File: config.mk
export PLATFORM = sky130hd
export DESIGN_NAME = comparator_ctrl
export DESIGN_NICKNAME = d
export VERILOG_FILES = /design/src/comparator_pkg.sv /design/src/comparator_sync.sv /design/src/comparator_edge.sv /design/src/comparator_ctrl.sv
export SDC_FILE = /design/constraint.sdc
export NUM_CORES = 1
export LEC_CHECK = 0
export BUFFER_PORTS_ARGS = -buffer_cell sky130_fd_sc_hd__buf_2
export CORE_MARGIN = 2
export CORE_UTILIZATION = 33
export DETAILED_ROUTE_END_ITERATION = 10
export GPL_ROUTABILITY_DRIVEN = 0
export PLACE_DENSITY_LB_ADDON = 0.15
export SLEW_MARGIN = 5
export SYNTH_ARGS = -nofsm -noshare
export SYNTH_HDL_FRONTEND = slang
export SYNTH_SLANG_ARGS = --single-unit
File: constraint.sdc
create_clock -name sys_clk -period 1.65 [get_ports sys_clk]
set_clock_uncertainty 0.1 [all_clocks]
set_input_delay 0 -clock sys_clk [delete_from_list [all_inputs] [get_ports sys_clk]]
set_output_delay 0 -clock sys_clk [all_outputs]
set_load 0.005 [all_outputs]
File: src/comparator_pkg.sv
// Package of constants for the comparator control logic.
// Function
// - Raw result is high when positive input exceeds negative input.
// - Mux enabled and converter off: channel select picks negative input.
// - Mux disabled or converter on: negative pin feeds the comparator.
// - Disable bit 7 powers the comparator off; changeable any time.
// - Bandgap select bit 6 feeds bandgap to positive input, else pin.
// - Output bit 5 shows result after a one to two cycle synchronizer.
// - Flag bit 4 sets when an output event matches the irq mode.
// - Flag clears on vector execution or a written one; zero no effect.
// - Irq request needs flag, enable bit 3 and global enable.
// - Capture route bit 2 routes output to timer capture, else none.
// - Capture irq reaches processor only with capture irq enable set.
// - Mode bits: 00 toggle, 10 falling, 11 rising, 01 reserved.
package comparator_pkg;
    // ************************************************************
    // Register map (byte addresses)
    // ************************************************************
    localparam logic [11:0] CTRL_STATUS_OFS = 12'h000;
    localparam logic [11:0] MUX_CFG_OFS = 12'h004;
    localparam logic [11:0] IRQ_STATUS_OFS = 12'h008;
    localparam logic [11:0] IRQ_MASK_OFS = 12'h00C;
    // ************************************************************
    // Control/status field positions
    // ************************************************************
    localparam int DISABLE_BIT = 7;
    localparam int BANDGAP_BIT = 6;
    localparam int OUTPUT_BIT = 5;
    localparam int FLAG_BIT = 4;
    localparam int IRQ_EN_BIT = 3;
    localparam int CAPTURE_BIT = 2;
    localparam int MODE_HI_BIT = 1;
    localparam int MODE_LO_BIT = 0;
    // Mux config: bits 2:0 stored only (channel comes from channel_select), bit 3 mux enable
    localparam int MUX_EN_BIT = 3;
    // Wrapper irq status: bit 0 comparator event, bit 1 capture event
    localparam int EV_CMP_BIT = 0;
    localparam int EV_CAP_BIT = 1;
    localparam logic [7:0] CTRL_RESET = 8'h00;
    localparam logic [3:0] MUX_RESET = 4'h0;
    localparam logic [1:0] IRQ_RESET = 2'h0;
    // ************************************************************
    // Interrupt modes
    // ************************************************************
    localparam logic [1:0] MODE_TOGGLE = 2'h0;
    localparam logic [1:0] MODE_RESERVED = 2'h1;
    localparam logic [1:0] MODE_FALL = 2'h2;
    localparam logic [1:0] MODE_RISE = 2'h3;
endpackage

File: src/comparator_sync.sv
// Two-stage synchronizer for the analog comparator result.
module comparator_sync (
    input wire logic sys_clk,
    input wire logic rst,
    input wire logic async_in,
    output logic sync_out
);
    logic stage1_reg;
    // First stage read only by second stage
    always_ff @(posedge sys_clk or posedge rst) begin
        if (rst) begin
            stage1_reg <= 1'b0;
            sync_out <= 1'b0;
        end else begin
            stage1_reg <= async_in;
            sync_out <= stage1_reg;
        end
    end
endmodule // comparator_sync

File: src/comparator_edge.sv
// Edge classifier for the synchronized comparator output.
module comparator_edge (
    input wire logic sys_clk,
    input wire logic rst,
    input wire logic level_in,
    input wire logic [1:0] mode,
    output logic event_hit,
    output logic prev_level
);
    wire rise = level_in & ~prev_level;
    wire fall = ~level_in & prev_level;
    // Reserved code selects nothing
    assign event_hit = (mode == comparator_pkg::MODE_TOGGLE) ? (rise | fall) :
                       (mode == comparator_pkg::MODE_FALL) ? fall :
                       (mode == comparator_pkg::MODE_RISE) ? rise :
                       1'b0;
    // Previous-cycle copy for edge comparison
    always_ff @(posedge sys_clk or posedge rst) begin
        if (rst) begin
            prev_level <= 1'b0;
        end else begin
            prev_level <= level_in;
        end
    end
endmodule // comparator_edge

File: src/comparator_ctrl.sv
// Comparator control logic with APB register access.
module comparator_ctrl (
    input wire logic sys_clk,
    input wire logic rst,
    // APB slave
    input wire logic psel,
    input wire logic penable,
    input wire logic pwrite,
    input wire logic [11:0] paddr,
    input wire logic [31:0] pwdata,
    output logic [31:0] prdata,
    output logic pready,
    output logic pslverr,
    // Analog front end, digital view
    input wire logic converter_enable,
    input wire logic [2:0] channel_select,
    input wire logic raw_result,
    output logic neg_use_channel,
    output logic [2:0] neg_channel,
    output logic pos_use_bandgap,
    output logic comparator_power_off,
    // Processor interrupt side
    input wire logic global_irq_enable,
    input wire logic vector_ack,
    output logic comparator_irq_req,
    // Timer capture side
    input wire logic capture_irq_enable,
    input wire logic capture_event,
    output logic capture_input,
    output logic capture_irq_req,
    // Wrapper interrupt
    output logic irq
);
    // ************************************************************
    // State
    // ************************************************************
    logic [7:0] ctrl_reg;
    logic [3:0] mux_reg;
    logic [1:0] ev_status_reg;
    logic [1:0] ev_mask_reg;
    logic flag_next;
    logic [1:0] ev_status_next;
    logic cmp_sync;
    logic cmp_prev;
    logic cmp_event;
    logic cap_sync;
    logic cap_prev;
    logic cap_irq_live;
    logic [31:0] read_mux;

    // ************************************************************
    // Comparator input path
    // ************************************************************
    // Raw result is already the analog decision of pos > neg
    comparator_sync sync_u (
        .sys_clk(sys_clk),
        .rst(rst),
        .async_in(raw_result),
        .sync_out(cmp_sync)
    );
    comparator_edge edge_u (
        .sys_clk(sys_clk),
        .rst(rst),
        .level_in(cmp_sync),
        .mode(ctrl_reg[comparator_pkg::MODE_HI_BIT:
                       comparator_pkg::MODE_LO_BIT]),
        .event_hit(cmp_event),
        .prev_level(cmp_prev)
    );
    // Capture event comes from the timer clock domain, equally synced
    comparator_sync cap_sync_u (
        .sys_clk(sys_clk),
        .rst(rst),
        .async_in(capture_event),
        .sync_out(cap_sync)
    );

    // ************************************************************
    // Bus decode
    // ************************************************************
    wire access = psel & penable;
    wire wr = access & pwrite;
    wire hit_ctrl = paddr == comparator_pkg::CTRL_STATUS_OFS;
    wire hit_mux = paddr == comparator_pkg::MUX_CFG_OFS;
    wire hit_st = paddr == comparator_pkg::IRQ_STATUS_OFS;
    wire hit_mask = paddr == comparator_pkg::IRQ_MASK_OFS;
    wire mapped = hit_ctrl | hit_mux | hit_st | hit_mask;
    wire wr_ctrl = wr & hit_ctrl;
    wire wr_mux = wr & hit_mux;
    wire wr_st = wr & hit_st;
    wire wr_mask = wr & hit_mask;
    wire flag_w1c = wr_ctrl & pwdata[comparator_pkg::FLAG_BIT];
    wire mux_active = mux_reg[comparator_pkg::MUX_EN_BIT] &
                      ~converter_enable;
    wire cap_rise = cap_sync & ~cap_prev;
    // Live status byte: output bit is the synchronized result
    wire [7:0] ctrl_view = {ctrl_reg[7:6], cmp_sync, ctrl_reg[4:0]};
    assign read_mux = hit_ctrl ? {24'h000000, ctrl_view} :
                      hit_mux ? {28'h0000000, mux_reg} :
                      hit_st ? {30'h0, ev_status_reg} :
                      hit_mask ? {30'h0, ev_mask_reg} :
                      32'h00000000;
    assign cap_irq_live = cap_sync & capture_irq_enable;

    // ************************************************************
    // Flag and event status next values
    // ************************************************************
    // Set beats clear so an event in the clearing cycle is kept
    always_comb begin
        flag_next = ctrl_reg[comparator_pkg::FLAG_BIT];
        if (flag_w1c | vector_ack) begin
            flag_next = 1'b0;
        end
        if (cmp_event) begin
            flag_next = 1'b1;
        end
        ev_status_next = ev_status_reg;
        if (wr_st) begin
            ev_status_next = ev_status_reg & ~pwdata[1:0];
        end
        if (cmp_event) begin
            ev_status_next[comparator_pkg::EV_CMP_BIT] = 1'b1;
        end
        if (cap_rise & ctrl_reg[comparator_pkg::CAPTURE_BIT]) begin
            ev_status_next[comparator_pkg::EV_CAP_BIT] = 1'b1;
        end
    end

    // ************************************************************
    // Registers
    // ************************************************************
    // Writable bits start at zero; flag is written only via w1c
    always_ff @(posedge sys_clk or posedge rst) begin
        if (rst) begin
            ctrl_reg <= comparator_pkg::CTRL_RESET;
            mux_reg <= comparator_pkg::MUX_RESET;
            ev_status_reg <= comparator_pkg::IRQ_RESET;
            ev_mask_reg <= comparator_pkg::IRQ_RESET;
            cap_prev <= 1'b0;
        end else begin
            if (wr_ctrl) begin
                ctrl_reg[7:6] <= pwdata[7:6];
                ctrl_reg[3:0] <= pwdata[3:0];
            end
            ctrl_reg[comparator_pkg::FLAG_BIT] <= flag_next;
            ctrl_reg[comparator_pkg::OUTPUT_BIT] <= 1'b0;
            if (wr_mux) begin
                mux_reg <= pwdata[3:0];
            end
            if (wr_mask) begin
                ev_mask_reg <= pwdata[1:0];
            end
            ev_status_reg <= ev_status_next;
            cap_prev <= cap_sync;
        end
    end

    // ************************************************************
    // Registered outputs
    // ************************************************************
    // Zero-wait APB; unmapped addresses answer with pslverr
    always_ff @(posedge sys_clk or posedge rst) begin
        if (rst) begin
            prdata <= 32'h00000000;
            pready <= 1'b0;
            pslverr <= 1'b0;
        end else begin
            pready <= psel & ~penable;
            pslverr <= psel & ~penable & ~mapped;
            prdata <= (psel & ~penable & ~pwrite) ? read_mux : 32'h00000000;
        end
    end
    // Analog steering and interrupt requests, one cycle after the cause
    always_ff @(posedge sys_clk or posedge rst) begin
        if (rst) begin
            neg_use_channel <= 1'b0;
            neg_channel <= 3'h0;
            pos_use_bandgap <= 1'b0;
            comparator_power_off <= 1'b0;
            comparator_irq_req <= 1'b0;
            capture_input <= 1'b0;
            capture_irq_req <= 1'b0;
            irq <= 1'b0;
        end else begin
            neg_use_channel <= mux_active;
            neg_channel <= mux_active ? channel_select : 3'h0;
            pos_use_bandgap <= ctrl_reg[comparator_pkg::BANDGAP_BIT];
            comparator_power_off <=
                ctrl_reg[comparator_pkg::DISABLE_BIT];
            comparator_irq_req <= ctrl_reg[comparator_pkg::FLAG_BIT] &
                ctrl_reg[comparator_pkg::IRQ_EN_BIT] &
                global_irq_enable;
            capture_input <= ctrl_reg[comparator_pkg::CAPTURE_BIT] &
                cmp_sync;
            capture_irq_req <= cap_irq_live &
                ctrl_reg[comparator_pkg::CAPTURE_BIT];
            irq <= |(ev_status_reg & ev_mask_reg);
        end
    end
endmodule // comparator_ctrl

== Word level (Yosys, flattened, before mapping) ==
Index checks and enable logic that the tools add are counted.

* $add $sub $neg: 0
* Multiply operators: 0
* Div/mod/pow operators: 0
* $lt $le $gt $ge: 0
* Equality and inequality tests: 5
* Shift-type cells: 0
* Muxes and demuxes: 14
* Bitwise gates (word level): 35
* Reductions and logical operators: 6

{| class="wikitable"
|+ Operators with widths
! operator !! count
|-
| $eq 12x4->1 const B || 2
|-
| $and 1x1->1 || 20
|-
| $mux 8 || 2
|-
| $eq 12x3->1 const B || 1
|-
| $logic_not 12->1 || 1
|-
| $mux 1 || 7
|-
| $not 1->1 || 7
|-
| $mux 2 || 3
|-
| $reduce_bool 2->1 || 3
|-
| $or 1x1->1 || 5
|-
| $and 2x2->2 || 2
|-
| $eq 2x2->1 const B || 2
|-
| $mux 4 || 1
|-
| $mux 3 || 1
|-
| $logic_not 2->1 || 1
|-
| $not 2->2 || 1
|-
| $reduce_or 2->1 || 1
|}

* Bits in registers: 41
* Bits in latches: 0
* Memory bits (writable): 0
* Memory bits (read-only): 0
* Bits of input ports: 58
* Output and inout bits: 44
* Logic and storage cells: 83
* Memories kept: 0

== Longest topological paths before layout ==
Gate-level depths: netlist (run 1).

* Depth in word-level cells: 7
* Depth in mapped cells: 5
* Gate-level depth less buffers: 5

== Hierarchy ==
Synthesis (run 1) repeated with hierarchy kept, for this count alone.

* Cells, all modules: 142
* Area, all modules: 1,858.0 sq um

{| class="wikitable"
|+ By module, submodules not included
! module !! times used !! cells each !! area an instance (sq um) !! seq. area each (sq um)
|-
| comparator_ctrl || 1 || 127 || 1,665.3 || 900.9
|-
| comparator_sync || 2 || 3 || 53.8 || 50.0
|-
| comparator_edge || 1 || 9 || 85.1 || 25.0
|}

== Worst setup path after synthesis (run 1) ==
No wires, ideal clock.

* Path kind: input -> register
* Start point: input port paddr[11]
* End point: register ctrl_reg[0]
* Setup time: 0.125 ns
* Arrival: 1.450 ns
* Data required time: 1.425 ns
* Slack: -0.025 ns
* Stages: 4
* Path buffers: 1
* Cell sequence: or4_1 -> buf_2 -> nor4_4 -> mux2_2

* Longest elaborated chain between the ends: 2

{| class="wikitable"
|+ RTL lines
! what !! line !! text
|-
| start: declaration || comparator_ctrl.sv:9 || <nowiki>input wire logic [11:0] paddr,</nowiki>
|-
| $logic_not 12->1 || comparator_ctrl.sv:83 || <nowiki>wire hit_ctrl = paddr == comparator_pkg::CTRL_STATUS_OFS;</nowiki>
|-
| $and 1x1->1 || comparator_ctrl.sv:88 || <nowiki>wire wr_ctrl = wr & hit_ctrl;</nowiki>
|-
| end signal: assignment || comparator_ctrl.sv:135 || <nowiki>ctrl_reg <= comparator_pkg::CTRL_RESET;</nowiki>
|-
| end signal: assignment || comparator_ctrl.sv:143 || <nowiki>ctrl_reg[3:0] <= pwdata[3:0];</nowiki>
|-
| end signal: indexed assignment || comparator_ctrl.sv:145 || <nowiki>ctrl_reg[comparator_pkg::FLAG_BIT] <= flag_next;</nowiki>
|-
| end: declaration || comparator_ctrl.sv:37 || <nowiki>logic [7:0] ctrl_reg;</nowiki>
|}

No other way between the ends.
A chain may end at the register's enable or synchronous reset.

== Worst setup path after layout (run 1) ==
* Start point: register sync_u.sync_out
* End point: register ev_status_reg[0]

* Longest elaborated chain between the ends: 5
* Elaborated cells between the ends (all ways): 9
* Classes of those cells: mux: 4; bitwise: 4; reduce/logical: 1

{| class="wikitable"
|+ RTL lines
! what !! line !! text
|-
| start: declaration || comparator_sync.sv:6 || <nowiki>output logic sync_out</nowiki>
|-
| start signal: assignment || comparator_sync.sv:16 || <nowiki>sync_out <= stage1_reg;</nowiki>
|-
| $and 1x1->1 / $not 1->1 (equally long branches) || comparator_edge.sv:10, comparator_edge.sv:11 ||
|-
| $mux 1 / $and 1x1->1 (equally long branches) || comparator_edge.sv:15, comparator_edge.sv:11 ||
|-
| $mux 1 / $or 1x1->1 (equally long branches) || comparator_edge.sv:14, comparator_edge.sv:13 ||
|-
| $mux 1 * || comparator_edge.sv:13 || <nowiki>assign event_hit = (mode == comparator_pkg::MODE_TOGGLE) ? (rise | fall) :</nowiki>
|-
| $mux 1 / $reduce_bool 2->1 (equally long branches) || - ||
|-
| end signal: assignment || comparator_ctrl.sv:137 || <nowiki>ev_status_reg <= comparator_pkg::IRQ_RESET;</nowiki>
|-
| end signal: assignment || comparator_ctrl.sv:153 || <nowiki>ev_status_reg <= ev_status_next;</nowiki>
|-
| end: declaration || comparator_ctrl.sv:39 || <nowiki>logic [1:0] ev_status_reg;</nowiki>
|}

Mark *: on every way between the ends. The rest lies on a longest branch, timed or not.

==> results of run 1 <==
per-layer routing:
metal  wire length (um)  global-route usage [%]  share of wire, %
met1               1650                    16.0                43
met2               1780                    20.1                47
met3                330                    4.83               8.6
met4                 64                    4.56               1.7
met5                  0                       0                 0
cell families after synthesis:
logic type,Yosys count,share of synthesized area (%)
buffers and inverters,31,11.6
adder cells (fa/ha/maj),2,1.38
multiplexers,17,11.7
flip-flops,41,56.7
AND/OR/NAND/NOR,39,14.7
AO/OA/AOI/OAI,8,3.67
other,1,0.207
Yosys cell counts, types with 3 or more instances:
cell type	number	share of area [%]
nor2_1	3	0.62
mux2_2	13	8.1
buf_4	24	10
nor3b_1	5	2.1
nor2b_1	4	1.4
dfrtp_1	41	57
and2_1	4	1.4
nor3_1	3	0.83
nor4_1	3	1.0
inv_1	4	0.83
worst max path at each step:
stage,start,endpoint,slack [ns],cells after the start
after floorplan,paddr[11],ctrl_reg[0],-0.03,4
after global routing,sync_u.sync_out,ev_status_reg[0],0.02,5
after CTS,paddr[11],ev_mask_reg[1],0.10,5
final,sync_u.sync_out,ev_status_reg[0],0.13,5
after detailed placement,paddr[11],ev_mask_reg[1],-0.18,5
after global placement,paddr[11],ev_mask_reg[1],-0.16,5
stage by stage:
stage	setup TNS (ns)	cell area [um^2]	instances	util, %
6_report	0	2470	298	47.5
3_3_place_gp	-0.998	2130	268	40.9
4_1_cts	0	2470	298	47.4
2_1_floorplan	-0.151	1890	162	-
3_5_place_dp	-1.11	2130	268	40.9
5_1_grt	0	2470	298	47.5
where the power goes:
group          switching (W)  total, W  internal, W
Sequential        0.00000677   0.00102      0.00102
Clock               0.000328  0.000821     0.000493
Combinational      0.0000898  0.000186    0.0000960
Total               0.000425   0.00203      0.00161
what timing repair did:
action,4_1_cts,5_1_grt
hold buffers,22,0
hold endpoints to repair,68,0
setup endpoints to repair,0,2
gates resized for setup,0,1
critical path, delay by kind of cell (launching register included):
kind	cells	cell delay, ns
AOI/OAI and AO/OA	1	0.30
buffers and inverters	1	0.07
muxes	1	0.27
DFF	1	0.38
adders and majority gates	1	0.19
and+or+nand+nor	1	0.08
final cells by class:
cell class / instances / area [um^2]
inverter: 4 / 15.0
clock buffer: 7 / 86.3
sequential: 41 / 1030
fill: 491 / 2730
clock inverter: 1 / 30.0
tap: 70 / 87.6
multi-input combinational: 90 / 666
timing repair buffer: 85 / 563
==> impl_metrics.ini, run 1 <==
[logic_synthesis]
synthArstFlopShare_pct = 100
synth_warnings = 0
synthesis.area_um2 = 1810
syn_avg_cell_area_um2 = 13.0
synth_edf_count = 0
synth_seq_cells = 41
synth.yosys.seq_area_share_pct = 56.7
postSynthCellCount = 139
synthFlopType = dfrtp_1
ys_types = 34

[clock_tree]
clockRootBuffer = clkbuf_8
htreeDepth = 2
cts_sinks = 41
path_clk_slew_ns = 0.07
numCtsBuffers = 5
post_cts_buffers = 0
cts_buffer_depth = 2
clkLatencyLatePin_ns = 0.29
tritoncts = yes

[floorplanning]
ios = 102
fp-row-count = 26
die_area_um2 = 6090
fp.dieW_um = 78.0
core_area_um2 = 5200
start_util_pct = 34.7
die_y_um = 78.0

[placement]
io_buffers = 52
dpl_worst_slack_ns = -0.177
hpwl_um = 2700

[run_status]
status = finished clean

[worst_setup_path]
ff2ff_path_depth = 5
cp_data_required_time_ns = 1.72
cp_slowest_cell = dfrtp_1
slowest_delay_ns = 0.38
cp-end-kind = flip-flop
reg2reg_to = ev_status_reg[0]
crit_chain = inv_1 > ha_1 > mux2_2 > a221oi_1 > nand2_1
crit_path_start_kind = flip-flop
r2r-start = sync_u.sync_out
rrSetupSlack_ns = 0.13
critPathMaxFanout = 4
worstSetupPathType = reg2reg
crit_arrival_ns = 1.59

[routing]
first_pass_iters = 3
drt-total-wl_um = 3830
dr_total_vias = 1321
remaining_drc_errors = 0
wl_per_cell_um = 12.8
routed_via_density = 4.43
antenna_left = 0
drt_iter0_markers = 39

[worst_hold_path]
hold_depth = 4
whs_endpoint = ev_status_reg[0]
min_path_type = in2reg
hp-start = paddr[8]

[power]
leakagePower_nw = 1.29
p_per_area_nw_per_um2 = 821
ir_worst_vdd_mv = 0.419
p_total_w = 0.00203

[finish]
nNetsFinal = 287
final_cell_mix = buf_2, dfrtp_1, conb_1
final_common_cell = buf_2
num_antenna_cells = 0
largest_register_ffs = 8
drive_above_1_share_pct = 39.0
area_growth_pct = 36.8

[timing]
period_needed_ns = 1.52
max_slew_margin_pct = 65.3
setup_viol = 0
final_hold_viol_count = 0
tightest_slew_ns = 0.520
finalWorstSetupSlack_ns = 0.134
period_share_pct = 91.9
holdWs_ns = 0.00355
rsz0062_at_grt = no
slew_viol_final = 0
fmax_mhz = 660

[global_routing]
grt_pass1_vias = 1265
grt_max_degree = 42
track_usage_pct = 12.7
gr-total-overflow = 0
antenna_found_initial = 0
grt_pass1_wl_um = 6020

[run]
maxCapViolations = 0
No activity file was read; power rests on OpenSTA's default activity.
==> run 2, diff against run 1 <==
BUFFER_PORTS_ARGS = -buffer_cell sky130_fd_sc_hd__clkbuf_2   (was -buffer_cell sky130_fd_sc_hd__buf_2)
==> impl_metrics.ini, run 2 (synthesis gave the netlist of run 1 again) <==
[routing]
drt_iter0_markers = 54
drt-total-wl_um = 3810
remaining_drc_errors = 0
wl_per_cell_um = 12.8
dr_total_vias = 1321
antenna_left = 0
first_pass_iters = 4
routed_via_density = 4.43

[timing]
max_slew_margin_pct = 66.1
fmax_mhz = 650
final.setup.tns_ns = 0
period_needed_ns = 1.54
tightest_slew_ns = 0.509
slew_viol_final = 0
rsz0062_at_grt = no
final_hold_viol_count = 0
period_share_pct = 93.3
setup_viol = 0

[finish]
area_growth_pct = 37.3
final_cell_mix = clkbuf_2, dfrtp_1, conb_1
multi_input_area_um2 = 671
nNetsFinal = 287
fin_cells = 298
final_common_cell = clkbuf_2
drive_above_1_share_pct = 39.9
num_antenna_cells = 0
final-seq-area_um2 = 1030
fin_area_um2 = 2480
largest_register_ffs = 8
n_fill_cell = 490

[clock_tree]
post_cts_buffers = 0
clkLatencyLatePin_ns = 0.29
clockRootBuffer = clkbuf_8
path_clk_slew_ns = 0.07
tritoncts = yes
cts_buffer_depth = 2
htreeDepth = 2
cts_sinks = 41
numCtsBuffers = 5

[global_routing]
antenna_found_initial = 0
grt_pass1_vias = 1369
track_usage_pct = 13.1
gr-total-overflow = 0
grt_max_degree = 42
grt_pass1_wl_um = 6240

[worst_setup_path]
worstSetupPathType = in2reg
cp_data_required_time_ns = 1.72
cp-end-kind = flip-flop
crit_path_start_kind = primary input
crit_arrival_ns = 1.61
critPathMaxFanout = 7

[floorplanning]
ios = 102
start_util_pct = 34.7
die_area_um2 = 6090
die_y_um = 78.0
fp-row-count = 26
fp.dieW_um = 78.0
core_area_um2 = 5200

[placement]
io_buffers = 52
placed_cell_area_um2 = 2130
hpwl_um = 2760
dp_cells = 268

[power]
leakagePower_nw = 1.28
p_per_area_nw_per_um2 = 822
ir_worst_vdd_mv = 0.464

[worst_hold_path]
min_path_type = in2reg

[run]
maxCapViolations = 0

[run_status]
status = finished clean
[run 2: changes by cell type in the layout (fill, tap and decap cells not counted)]
cell	change
clkinvlp_4	+1
nand3_1	-1
buf_2	-52
clkbuf_1	-1
nand3_2	+1
clkbuf_2	+52
[run 2: per-stage QoR]
step / power, W / util (%) / setup WS [ns] / hold WS [ns]
4_1_cts: 0.00207 / 47.5 / 0.0687 / -0.00116
5_1_grt: 0.00215 / 47.7 / 0.0125 / 0.0334
2_1_floorplan: 0.00115 / - / -0.0252 / -0.0686
3_3_place_gp: 0.00119 / 40.9 / -0.142 / 0.00901
6_report: 0.00204 / 47.7 / 0.111 / 0.0115
3_5_place_dp: 0.00119 / 40.9 / -0.118 / 0.00965
[run 2: cell type report]
class,count,share of cell area [%]
Clock inverter,2,1.51
Inverter,4,0.605
Multi-Input combinational cell,90,27.0
Sequential cell,41,41.3
Tap cell,70,3.53
Clock buffer,6,3.33
Timing Repair Buffer,85,22.7
[run 2: worst paths after layout]
| check | from | end | slack, ns | cells after the start |
|---|---|---|---|---|
| setup / recovery | penable | ctrl_reg[0] | 0.11 | 6 |
| hold / removal | paddr[8] | ev_status_reg[0] | 0.01 | 4 |
| setup reg to reg | sync_u.sync_out | ev_status_reg[0] | 0.13 | 5 |
| hold reg to reg | cap_sync_u.stage1_reg | cap_sync_u.sync_out | 0.25 | 0 |
| max in group asynchronous | rst | mux_reg[1] | 0.85 | 4 |
| min in group asynchronous | rst | neg_channel[1] | 0.26 | 4 |
[run 2: routing by layer]
layer  up-vias  GRT usage [%]  wire length, um
li1        619              -                -
met1       627           16.7             1640
met2        63           20.1             1740
met3        12           4.60              312
met4         0           5.61              114
met5         -              0                0
[run 2: repair_timing]
action                     CTS  global route
setup endpoints to repair    0             8
hold endpoints to repair    68             0
hold buffers                22             0
gates resized for setup      0             2
[run 2: report_power, final]
part | internal, W | switching, W
Sequential | 0.00102 | 0.00000699
Clock | 0.000492 | 0.000337
Combinational | 0.0000961 | 0.0000910
Total | 0.00160 | 0.000435
[run 2: critical path: stages]
cell and delay (ns):
dlygate4sd3_1 0.52, clkbuf_2 0.15, nand3_2 0.16, nor4_4 0.23, buf_4 0.20, mux2_2 0.34
